File: src/inc/uies_defs.vh
// Purpose: constants of the interrupt mask and status block
// Assumes: three-bit register address, eight-bit data
// Notes: definitions only
`ifndef UIES_DEFS_VH
`define UIES_DEFS_VH
// Register addresses
`define UIES_A_DATA 3'h0
`define UIES_A_MASK 3'h1
`define UIES_A_SRC 3'h2
`define UIES_A_LCTL 3'h3
`define UIES_A_MCTL 3'h4
`define UIES_A_LSTAT 3'h5
`define UIES_A_MSTAT 3'h6
`define UIES_A_SCR 3'h7
// Enhanced map, line control key
`define UIES_A_EFR 3'h2
`define UIES_A_RES1 3'h4
`define UIES_A_RES2 3'h5
`define UIES_A_PAU1 3'h6
`define UIES_A_PAU2 3'h7
`define UIES_KEY 8'hBF
// Field positions
`define UIES_EFR_ENH 4
`define UIES_EFR_RTS 6
`define UIES_EFR_CTS 7
`define UIES_LCR_DIV 7
`define UIES_FCR_EN 0
`define UIES_FCR_RXR 1
`define UIES_FCR_TXR 2
// Reset value of every control register
`define UIES_RST8 8'h00
// Source register codes
`define UIES_SRC_NONE 6'h01
`define UIES_SRC_LINE 6'h06
`define UIES_SRC_RX 6'h04
`define UIES_SRC_TX 6'h02
`define UIES_SRC_MODEM 6'h00
`define UIES_SRC_XOFF 6'h10
`define UIES_SRC_FLOW 6'h20
// FIFO trigger levels
`define UIES_RXT0 7'h08
`define UIES_RXT1 7'h10
`define UIES_RXT2 7'h38
`define UIES_RXT3 7'h3C
`define UIES_TXT0 7'h08
`define UIES_TXT1 7'h10
`define UIES_TXT2 7'h20
`define UIES_TXT3 7'h38
`define UIES_TXT_PLAIN 7'h01
`endif

File: src/design/uies_top.v
// Purpose: interrupt mask, source and line status logic of one UART channel
// Assumes: host strobes and datapath status are on clk_sys; two pins are synchronised
// Notes: read data appears one cycle after the read strobe
`timescale 1ns/10ps
`include "uies_defs.vh"
module uies_top (
  // Clock and reset
  input wire clk_sys,
  input wire rst_n,
  // Host register port
  input wire [2:0] busAddr,
  input wire busRd,
  input wire busWr,
  input wire [7:0] busWrData,
  input wire summarySelectN,
  output reg [7:0] busRdData,
  // Receive datapath status
  input wire [7:0] rxData,
  input wire [6:0] rxCount,
  input wire [2:0] rxHeadErr,
  input wire rxOverrun,
  input wire rxFifoErr,
  output reg rxPop,
  output reg rxFifoReset,
  // Transmit datapath status
  input wire [6:0] txCount,
  input wire thrEmpty,
  input wire tsrEmpty,
  output reg thrWrite,
  output reg [7:0] thrData,
  output reg txFifoReset,
  // Modem and flow control
  input wire [7:0] msrData,
  input wire xoffSeen,
  input wire xonSeen,
  input wire rtsN,
  input wire ctsN,
  input wire [7:0] readySummary,
  output reg msrRead,
  // Control registers out
  output reg [7:0] line_control_reg,
  output reg [7:0] modem_control_reg,
  output reg [7:0] fifo_control_reg,
  output reg [7:0] enhanced_feature_control,
  output reg [7:0] dll,
  output reg [7:0] dlm,
  output reg [7:0] divisor_fraction_reg,
  output reg [7:0] resumeCharFirst,
  output reg [7:0] resumeCharSecond,
  output reg [7:0] pauseCharFirst,
  output reg [7:0] pauseCharSecond,
  output reg sleepEnable,
  // Interrupt
  output reg irq
);

  reg [7:0] interrupt_mask;
  reg [7:0] spr;
  reg overrunFlag;
  reg txPend;
  reg txArmQ;
  reg xoffPend;
  reg flowPend;
  reg rtsNQ;
  reg ctsSync1;
  reg ctsSync2;
  reg ctsQ;
  reg selSync1;
  reg selSync2;
  reg [7:0] next_rdData;
  reg [5:0] srcCode;
  wire enh;
  wire keyed;
  wire divMap;
  wire fifoEn;
  wire [6:0] rxTrig;
  wire [6:0] txTrig;
  wire rxLevel;
  wire txCond;
  wire [7:0] line_status_reg;
  wire [7:0] effMask;
  wire lineInt;
  wire rxInt;
  wire txInt;
  wire modemInt;
  wire xoffInt;
  wire flowInt;
  wire rdLsr;
  wire rdSrc;
  wire rdMsr;
  wire wrThr;

  // Trigger level lookup
  function [6:0] trigLevel;
    input [1:0] sel;
    input isRx;
    begin
      case ({isRx, sel})
        3'h0: trigLevel = `UIES_TXT0;
        3'h1: trigLevel = `UIES_TXT1;
        3'h2: trigLevel = `UIES_TXT2;
        3'h3: trigLevel = `UIES_TXT3;
        3'h4: trigLevel = `UIES_RXT0;
        3'h5: trigLevel = `UIES_RXT1;
        3'h6: trigLevel = `UIES_RXT2;
        default: trigLevel = `UIES_RXT3;
      endcase
    end
  endfunction

  // Map selection
  assign enh = enhanced_feature_control[`UIES_EFR_ENH];
  assign keyed = (line_control_reg == `UIES_KEY);
  assign divMap = line_control_reg[`UIES_LCR_DIV] & ~keyed;
  assign fifoEn = fifo_control_reg[`UIES_FCR_EN];

  assign effMask = interrupt_mask & {{4{enh}}, 4'hF};

  assign rxTrig = trigLevel(fifo_control_reg[7:6], 1'b1);
  assign rxLevel = fifoEn ? (rxCount >= rxTrig) : (rxCount != 7'h00);
  // tx trigger, plain empty without enhanced
  assign txTrig = enh ? trigLevel(fifo_control_reg[5:4], 1'b0) : `UIES_TXT_PLAIN;
  assign txCond = fifoEn ? (txCount < txTrig) : thrEmpty;

  // Line status composition
  // data ready while FIFO holds data
  assign line_status_reg = {rxFifoErr, thrEmpty & tsrEmpty, thrEmpty, rxHeadErr, overrunFlag, rxCount != 7'h00};

  // Interrupt sources
  // line status interrupt
  assign lineInt = effMask[2] & (|line_status_reg[4:1]);
  assign rxInt = effMask[0] & rxLevel;
  assign txInt = effMask[1] & txPend;
  assign modemInt = effMask[3] & (|msrData[3:0]);
  assign xoffInt = effMask[5] & xoffPend;
  assign flowInt = flowPend;

  // Bus decode strobes
  assign rdLsr = busRd & ~keyed & (busAddr == `UIES_A_LSTAT) & selSync2;
  assign rdSrc = busRd & ~keyed & ~divMap & (busAddr == `UIES_A_SRC) & selSync2;
  assign rdMsr = busRd & ~keyed & (busAddr == `UIES_A_MSTAT) & selSync2;
  assign wrThr = busWr & ~line_control_reg[`UIES_LCR_DIV] & (busAddr == `UIES_A_DATA);

  always @* begin
    if (lineInt) begin
      srcCode = `UIES_SRC_LINE;
    end else if (rxInt) begin
      srcCode = `UIES_SRC_RX;
    end else if (txInt) begin
      srcCode = `UIES_SRC_TX;
    end else if (modemInt) begin
      srcCode = `UIES_SRC_MODEM;
    end else if (xoffInt) begin
      srcCode = `UIES_SRC_XOFF;
    end else if (flowInt) begin
      srcCode = `UIES_SRC_FLOW;
    end else begin
      srcCode = `UIES_SRC_NONE;
    end
  end

  // Read data multiplexer
  always @* begin
    next_rdData = 8'h00;
    if (!selSync2) begin
      next_rdData = readySummary;
    end else if (keyed && busAddr == `UIES_A_EFR) begin
      next_rdData = enhanced_feature_control;
    end else if (keyed && busAddr == `UIES_A_RES1) begin
      next_rdData = resumeCharFirst;
    end else if (keyed && busAddr == `UIES_A_RES2) begin
      next_rdData = resumeCharSecond;
    end else if (keyed && busAddr == `UIES_A_PAU1) begin
      next_rdData = pauseCharFirst;
    end else if (keyed && busAddr == `UIES_A_PAU2) begin
      next_rdData = pauseCharSecond;
    end else begin
      case (busAddr)
        `UIES_A_DATA: next_rdData = line_control_reg[`UIES_LCR_DIV] ? dll : rxData;
        `UIES_A_MASK: next_rdData = line_control_reg[`UIES_LCR_DIV] ? dlm : effMask;
        `UIES_A_SRC: next_rdData = divMap ? divisor_fraction_reg : {fifoEn, fifoEn, srcCode};
        `UIES_A_LCTL: next_rdData = line_control_reg;
        `UIES_A_MCTL: next_rdData = modem_control_reg;
        `UIES_A_LSTAT: next_rdData = line_status_reg;
        `UIES_A_MSTAT: next_rdData = msrData;
        default: next_rdData = spr;
      endcase
    end
  end

  // Pin synchronisers
  always @(posedge clk_sys) begin
    if (!rst_n) begin
      ctsSync1 <= 1'b1; // Idle pin level, no false edge
      ctsSync2 <= 1'b1;
      selSync1 <= 1'b1;
      selSync2 <= 1'b1;
    end else begin
      ctsSync1 <= ctsN;
      ctsSync2 <= ctsSync1;
      selSync1 <= summarySelectN;
      selSync2 <= selSync1;
    end
  end

  // Register writes and read side effects
  always @(posedge clk_sys) begin
    if (!rst_n) begin
      interrupt_mask <= `UIES_RST8;
      line_control_reg <= `UIES_RST8;
      modem_control_reg <= `UIES_RST8;
      fifo_control_reg <= `UIES_RST8;
      enhanced_feature_control <= `UIES_RST8;
      dll <= `UIES_RST8;
      dlm <= `UIES_RST8;
      divisor_fraction_reg <= `UIES_RST8;
      spr <= `UIES_RST8;
      resumeCharFirst <= `UIES_RST8;
      resumeCharSecond <= `UIES_RST8;
      pauseCharFirst <= `UIES_RST8;
      pauseCharSecond <= `UIES_RST8;
      busRdData <= `UIES_RST8;
      thrData <= `UIES_RST8;
      thrWrite <= 1'b0;
      rxPop <= 1'b0;
      msrRead <= 1'b0;
      rxFifoReset <= 1'b0;
      txFifoReset <= 1'b0;
    end else begin
      thrWrite <= wrThr;
      rxPop <= busRd & selSync2 & ~keyed & ~line_control_reg[`UIES_LCR_DIV] & (busAddr == `UIES_A_DATA);
      msrRead <= rdMsr;
      rxFifoReset <= 1'b0;
      txFifoReset <= 1'b0;
      if (busRd) begin
        busRdData <= next_rdData;
      end
      if (wrThr) begin
        thrData <= busWrData;
      end
      if (busWr) begin
        if (keyed && busAddr == `UIES_A_EFR) begin
          enhanced_feature_control <= busWrData;
        end else if (keyed && busAddr == `UIES_A_RES1) begin
          resumeCharFirst <= busWrData;
        end else if (keyed && busAddr == `UIES_A_RES2) begin
          resumeCharSecond <= busWrData;
        end else if (keyed && busAddr == `UIES_A_PAU1) begin
          pauseCharFirst <= busWrData;
        end else if (keyed && busAddr == `UIES_A_PAU2) begin
          pauseCharSecond <= busWrData;
        end else begin
          case (busAddr)
            `UIES_A_DATA: if (line_control_reg[`UIES_LCR_DIV]) dll <= busWrData;
            `UIES_A_MASK: begin
              if (line_control_reg[`UIES_LCR_DIV]) begin
                dlm <= busWrData;
              end else begin
                interrupt_mask <= {enh ? busWrData[7:4] : interrupt_mask[7:4], busWrData[3:0]};
              end
            end
            `UIES_A_SRC: begin
              if (divMap) begin
                if (enh) divisor_fraction_reg <= busWrData;
              end else begin
                // Other bits programmed only with enable set
                fifo_control_reg[`UIES_FCR_EN] <= busWrData[`UIES_FCR_EN];
                if (busWrData[`UIES_FCR_EN]) begin
                  fifo_control_reg[7:6] <= busWrData[7:6];
                  fifo_control_reg[3] <= busWrData[3];
                  if (enh) fifo_control_reg[5:4] <= busWrData[5:4];
                  rxFifoReset <= busWrData[`UIES_FCR_RXR];
                  txFifoReset <= busWrData[`UIES_FCR_TXR];
                end
              end
            end
            `UIES_A_LCTL: line_control_reg <= busWrData;
            `UIES_A_MCTL: modem_control_reg <= {enh ? busWrData[7:5] : modem_control_reg[7:5], busWrData[4:0]};
            `UIES_A_SCR: spr <= busWrData;
            default: ;
          endcase
        end
      end
    end
  end

  // Event flags, set wins over clear
  always @(posedge clk_sys) begin
    if (!rst_n) begin
      overrunFlag <= 1'b0;
      txPend <= 1'b0;
      txArmQ <= 1'b0;
      xoffPend <= 1'b0;
      flowPend <= 1'b0;
      rtsNQ <= 1'b1; // Match idle high pins
      ctsQ <= 1'b1;
      sleepEnable <= 1'b0;
      irq <= 1'b0;
    end else begin
      rtsNQ <= rtsN;
      ctsQ <= ctsSync2;
      txArmQ <= txCond & effMask[1];
      sleepEnable <= effMask[4];
      if (rxOverrun) begin
        overrunFlag <= 1'b1;
      end else if (rdLsr) begin
        overrunFlag <= 1'b0;
      end
      if (txCond && effMask[1] && !txArmQ) begin
        txPend <= 1'b1;
      end else if (rdSrc || wrThr) begin
        txPend <= 1'b0;
      end
      if (xoffSeen) begin
        xoffPend <= 1'b1;
      end else if (rdSrc || xonSeen) begin
        xoffPend <= 1'b0;
      end
      if ((effMask[6] && enhanced_feature_control[`UIES_EFR_RTS] && rtsN && !rtsNQ) ||
          (effMask[7] && enhanced_feature_control[`UIES_EFR_CTS] && ctsSync2 && !ctsQ)) begin
        flowPend <= 1'b1;
      end else if (rdMsr) begin
        flowPend <= 1'b0;
      end
      irq <= lineInt | rxInt | txInt | modemInt | xoffInt | flowInt;
    end
  end

endmodule

File: config.mk
export PLATFORM = sky130hd
export DESIGN_NAME = uies_top
export DESIGN_NICKNAME = d
export VERILOG_FILES = /design/src/design/uies_top.v
export VERILOG_INCLUDE_DIRS = /design/src /design/src/inc
export SDC_FILE = /design/constraint.sdc
export NUM_CORES = 1
export LEC_CHECK = 0
export BUFFER_PORTS_ARGS = -buffer_cell sky130_fd_sc_hd__buf_2
export CAP_MARGIN = 10
export CORE_MARGIN = 2
export CORE_UTILIZATION = 35
export DETAILED_ROUTE_END_ITERATION = 8
export PLACE_DENSITY = 0.57
export SLEW_MARGIN = 10
export SYNTH_ARGS = -nofsm -noshare
export SYNTH_HDL_FRONTEND = slang
export SYNTH_SLANG_ARGS = --single-unit
File: constraint.sdc
create_clock -name clk_sys -period 5.4 [get_ports clk_sys]
set_clock_uncertainty 0.05 [all_clocks]
set_input_delay 0 -clock clk_sys [delete_from_list [all_inputs] [get_ports clk_sys]]
set_output_delay 0 -clock clk_sys [all_outputs]
set_load 0.1 [all_outputs]
======== Yosys cells after proc, flatten, opt, wreduce, memory -nomap -nowiden ========
Cells that the tools add are included.
cells by class
  eq/ne operators ......................... 13
  bitwise gates (word level) .............. 40
  $lt $le $gt $ge ......................... 2
  reduce and logical (&&, ||, !) cells .... 47
  multiplexer cells ....................... 29
operators by type and width
  kind                                  number
  8-bit two-way mux                     9
  8-bit case mux with 7 select lines    1
  8-bit AND reduction                   5
  6-bit two-way mux                     6
  7-bit case mux with 4 select lines    1
  9-bit AND reduction                   3
  1-bit AND                             22
  7-bit AND reduction                   3
  6-bit case mux with 3 select lines    1
  1-bit logical AND                     13
  3-bit == test, second input constant  4
  1-bit NOT                             12
  1-bit two-way mux                     10
  10-bit AND reduction                  1
  10-bit OR reduction                   1
  8-bit AND                             1
  8-bit == test, second input constant  1
  2-bit nonzero test                    4
  4-bit OR reduction                    2
  7-bit greater-or-equal comparator     1
  7-bit < comparator                    1
  7-bit two-way mux                     1
  7-bit nonzero test                    1
  2-bit == test, second input constant  3
  13 further kinds                      24
storage, ports and cells
  bits in registers ....................... 136
  output and inout bits ................... 111
  logic and storage cells ................. 168
  input bits .............................. 65

======== Logic depth before layout (Yosys ltp) ========
  word-level depth ........................ 15
  mapped depth ............................ 10
  mapped depth without buffers ............ 10

======== Worst setup path before layout ========
Ideal clock, no wire load.
  path type ............................... register to register
  start ................................... register fifo_control_reg[7]
  end ..................................... register busRdData[4]
  setup time .............................. 0.124 ns
  path slack .............................. 2.629 ns
  data required time ...................... 5.226 ns
  buffers on the path ..................... 0
  clock period less this slack ............ 2.771 ns
  arrival ................................. 2.597 ns
  stages on the path, launching flop included .. 9
  cell sequence ........................... dfxtp_1 and2_1 ha_1 or3b_2 a21oi_1 o221ai_1 and3b_1 a211oi_1 o31ai_1
between the ends
  word-level cells in the longest chain between the ends .. 15
  elaborated cells on any way between the ends .. 17
  those cells by class .................... 1 x order compare; 2 x eq/ne; 12 x mux; 1 x bitwise; 1 x reduce/logical
RTL lines
  what                                    RTL line        RTL
  start, declared                         uies_top.v:43   output reg [7:0] fifo_control_reg,
  start signal, assigned                  uies_top.v:212  fifo_control_reg <= `UIES_RST8;
  start signal, assigned by index         uies_top.v:267  fifo_control_reg[`UIES_FCR_EN] <= busWrData[`UIES_FCR_EN];
  start signal, assigned                  uies_top.v:269  fifo_control_reg[7:6] <= busWrData[7:6];
  2-bit == test (tied with other cells)   uies_top.v:98   case ({isRx, sel})
  6-bit case mux with 3 select lines (*)  uies_top.v:98
  7-bit greater-or-equal comparator (*)   uies_top.v:120  assign rxLevel = fifoEn ? (rxCount >= rxTrig) : (rxCount != 7'h00);
  1-bit two-way mux (*)                   uies_top.v:120
  1-bit AND (*)                           uies_top.v:132  assign rxInt = effMask[0] & rxLevel;
  6-bit two-way mux (*)                   uies_top.v:147  end else if (rxInt) begin
  6-bit two-way mux (*)                   uies_top.v:145  if (lineInt) begin
  8-bit two-way mux (*)                   uies_top.v:181  `UIES_A_SRC: next_rdData = divMap ? divisor_fraction_reg : {fifoEn, fifoEn, srcCode};
  8-bit case mux with 7 select lines (*)  uies_top.v:178  case (busAddr)
  8-bit two-way mux (*)                   uies_top.v:175  end else if (keyed && busAddr == `UIES_A_PAU2) begin
  8-bit two-way mux (*)                   uies_top.v:173  end else if (keyed && busAddr == `UIES_A_PAU1) begin
  8-bit two-way mux (*)                   uies_top.v:171  end else if (keyed && busAddr == `UIES_A_RES2) begin
  8-bit two-way mux (*)                   uies_top.v:169  end else if (keyed && busAddr == `UIES_A_RES1) begin
  8-bit two-way mux (*)                   uies_top.v:167  end else if (keyed && busAddr == `UIES_A_EFR) begin
  8-bit two-way mux (*)                   uies_top.v:165  if (!selSync2) begin
  end signal, assigned                    uies_top.v:222  busRdData <= `UIES_RST8;
  end signal, assigned                    uies_top.v:236  busRdData <= next_rdData;
  end, declared                           uies_top.v:16   output reg [7:0] busRdData,
Mark *: on every way between the ends. The rest lies on a longest branch, timed or not.
A chain may end at the register's enable or synchronous reset.

======== Worst setup path after layout ========
Ends and elaborated chain as after synthesis.

==> results.sh <==
export IMPL_outcome="complete, no violations"
export IMPL_worst_path_buf_inv=0
export IMPL_overflow=0
export IMPL_max_cap_violations=0
export IMPL_n_fill_cell=1881
export IMPL_synth_cell_types=78
export IMPL_drc=0
export IMPL_drv_slew=0
export IMPL_r2r_slack_ns=2.84
export IMPL_initial_core_util=0.360
export IMPL_worstHoldStart="readySummary[3]"
export IMPL_detail_route_antenna_nets=0
export IMPL_nets=1036
export IMPL_hold_violations=0
export IMPL_grt_start_max_net_pins=69
export IMPL_cp_num_cells=8
export IMPL_r2r_start="fifo_control_reg[7]"
export IMPL_clkTransAtPathRegs_ns=0.06
export IMPL_fp_dieH_um=143
export IMPL_synth_async_reset_ratio=0
export IMPL_setup_viol=0
export IMPL_die_w_um=143
export IMPL_cts_tree="built"
export IMPL_min_period_ns=2.56
export IMPL_synth_seq_cells=136
export IMPL_rsz0062_at_grt="false"
export IMPL_cts_root_buf="clkbuf_16"
export IMPL_antenna_found_initial=0
export IMPL_syn_cell_area_um2=6780
export IMPL_cp_required_ns=5.64
export IMPL_power_switching_uw=664
export IMPL_final_layout_size_suffix_gt1_frac=0.243
export IMPL_gp_congestion=0.981
export IMPL_vias_per_cell=5.48
export IMPL_critPathMaxStageDelay_ns=0.44
export IMPL_wl_per_cell_um=21.1
export IMPL_grt_pass1_wl_mm=38.8
export IMPL_leakage_nw=3.71
export IMPL_internal_power_mw=1.89
export IMPL_htreeDepth=4
export IMPL_hold_path_end="busRdData[3]"
export IMPL_yosys_most_used_dff="dfxtp_1"
export IMPL_synth_edf_count=0
export IMPL_track_usage=0.256
export IMPL_grt_pass1_vias=6270
export IMPL_rows=50
export IMPL_die_area_um2=20500
export IMPL_synth_cells=800
export IMPL_post_cts_buffers=0
export IMPL_final_common_cell="buf_2"
export IMPL_hold_path_class="in2reg"
export IMPL_swShare=0.260
export IMPL_routed_wl_mm=26.0
export IMPL_boundaryPins=176
export IMPL_mostFrequentLayoutCells="buf_2, dfxtp_1, nor2_1"
export IMPL_crit_chain="and2_1, ha_1, or3b_2, a21oi_1, o221ai_1, and3b_1, a211oi_1, o31ai_1"
export IMPL_clk_latency_ns=0.43
export IMPL_register_area_um2=2720
export IMPL_reg2regPathDepth=8
export IMPL_final_setup_tns_ns=0
export IMPL_cts_repair_resized=0
export IMPL_ir_worst_vdd_uv=217
export IMPL_area_growth_pct=26.3
export IMPL_setup_worst_path_start_class="flip-flop"
export IMPL_tightestPinTransition_ns=1.06
export IMPL_worstPathMaxFanout=6
export IMPL_dpl_worst_slack_ns=2.68
export IMPL_seq_area_frac_synth=0.402
export IMPL_clock_sinks=136
export IMPL_first_iter_violations=708
export IMPL_finalWorstSetupSlack_ns=2.84
export IMPL_fin_crit_sh=0.475
export IMPL_yosys_warnings=0
export IMPL_clockPowerShare=0.480
export IMPL_end_kind="flip-flop"
export IMPL_io_buffers=173
export IMPL_p_per_area_nw_per_um2=298
export IMPL_cp_top_family="simple AND/OR/NAND/NOR gates"
export IMPL_clock_path_buffers=2
export IMPL_cts_made_buffers=17
export IMPL_multiInputGateArea_um2=3710
export IMPL_combPwrFrac=0.116
export IMPL_worstPathArrival_ns=2.80
export IMPL_r2r_end="busRdData[4]"
export IMPL_maxSlewHeadroom=0.283
export IMPL_dp_hpwl_mm=18.4
export IMPL_whs_path_depth=5
export IMPL_antennaDiodeCount=0
export IMPL_core_area_um2=18800
export IMPL_syn_area_per_cell_um2=8.47
export IMPL_max_freq_mhz=390
export IMPL_num_vias=6760
export IMPL_crit_type="reg2reg"
export IMPL_first_pass_iters=5
export IMPL_critical_path_slowest_cell="or3b_2"
export IMPL_pwr_share_seq=0.403
[worst reg2reg max path, cell delays in order, from the launching register on]
cell and delay (ns):
dfxtp_1 0.35, and2_1 0.17, ha_1 0.26, or3b_2 0.44
a21oi_1 0.18, o221ai_1 0.30, and3b_1 0.31, a211oi_1 0.26
o31ai_1 0.12
[routing by layer]
layer  vias up  GRT usage  wire length [um]
met5         -          0                 0
met4         0     0.0917               701
met3        39     0.0634              2070
met2       313      0.386             11700
met1      3245      0.354             11500
li1       3163          -                 -
[power groups by stage]
stage	sequential [mW]	clock, mW	combinational (mW)
floorplan	1.12	0	0.128
global placement	1.05	0	0.281
detailed placement	1.05	0	0.281
CTS	1.03	1.24	0.294
global route	1.03	1.29	0.314
finish	1.03	1.23	0.297
[through the flow]
| step | total power [mW] | std cells | utilization | instance area, um2 | hold slack, ns |
|---|---|---|---|---|---|
| floorplan | 1.24 | 801 | - | 6780 | 0.0230 |
| global placement | 1.33 | 1180 | 0.410 | 7730 | 0.134 |
| detailed placement | 1.33 | 1180 | 0.410 | 7730 | 0.137 |
| CTS | 2.57 | 1233 | 0.455 | 8560 | 0.00412 |
| global route | 2.63 | 1233 | 0.455 | 8560 | 0.0474 |
| finish | 2.55 | 1233 | 0.455 | 8560 | 0.0277 |
[worst max path at each step]
stage | from | slack, ns | endpoint
2_1_floorplan | fifo_control_reg[7] | 2.63 | busRdData[4]
3_3_place_gp | busAddr[2] | 2.72 | divisor_fraction_reg[1]
3_5_place_dp | busAddr[2] | 2.68 | divisor_fraction_reg[4]
4_1_cts | fifo_control_reg[7] | 2.88 | busRdData[4]
5_1_grt | fifo_control_reg[7] | 2.73 | busRdData[4]
6_report | fifo_control_reg[7] | 2.84 | busRdData[4]
[logic make-up (layout without fill, tap and decap cells)]
kind of cell / after synthesis / count (layout) / share of synthesized area
AND/OR/NAND/NOR: 289 / 289 / 0.209
other: 1 / 2 / 0.000553
buffers and inverters: 75 / 247 / 0.0511
adder cells (fa/ha/maj): 10 / 10 / 0.0185
AO/OA/AOI/OAI: 202 / 202 / 0.184
flip-flops: 136 / 136 / 0.402
multiplexers: 87 / 87 / 0.134
[repair_timing]
| action | 4_1_cts | 5_1_grt |
|---|---|---|
| hold buffers | 22 | 0 |
| endpoints found under the hold margin | 54 | 0 |
| endpoints found under the setup margin | 0 | 0 |
[final cells by class]
cell class                      count  area share
Multi-Input combinational cell    590       0.433
Sequential cell                   136       0.318
Timing Repair Buffer              201       0.132
Clock buffer                       22      0.0542
Tap cell                          260      0.0380
Clock inverter                      9      0.0172
Inverter                           15     0.00701
[synth_stat cells, types with 3 or more instances]
cell	number	area (um2)
nor3_1	7	35.0
ha_1	10	125
and3_1	9	56.3
or3_1	3	18.8
nand2b_1	11	68.8
o211ai_1	7	52.6
nor2_1	101	379
buf_2	17	85.1
o221ai_1	6	52.6
o21ai_0	56	280
o22ai_1	5	31.3
and3b_1	3	26.3
o41ai_1	3	26.3
clkbuf_1	33	124
inv_1	13	48.8
o31ai_1	3	22.5
dfxtp_1	136	2720
nand3_1	13	65.1
o2bb2ai_1	4	35.0
nand4b_1	4	35.0
nor2b_1	7	43.8
mux2_2	3	33.8
mux2i_1	80	801
nor2_4	3	33.8
a21oi_1	67	335
nand4_1	6	37.5
nand2_1	95	357
buf_4	7	52.6
a211oi_1	7	52.6
a221oi_1	5	43.8
a31oi_1	6	37.5
and2_1	4	25.0
a21o_1	3	22.5
a22oi_1	6	45.0
(Power assumes the default switching activity.)
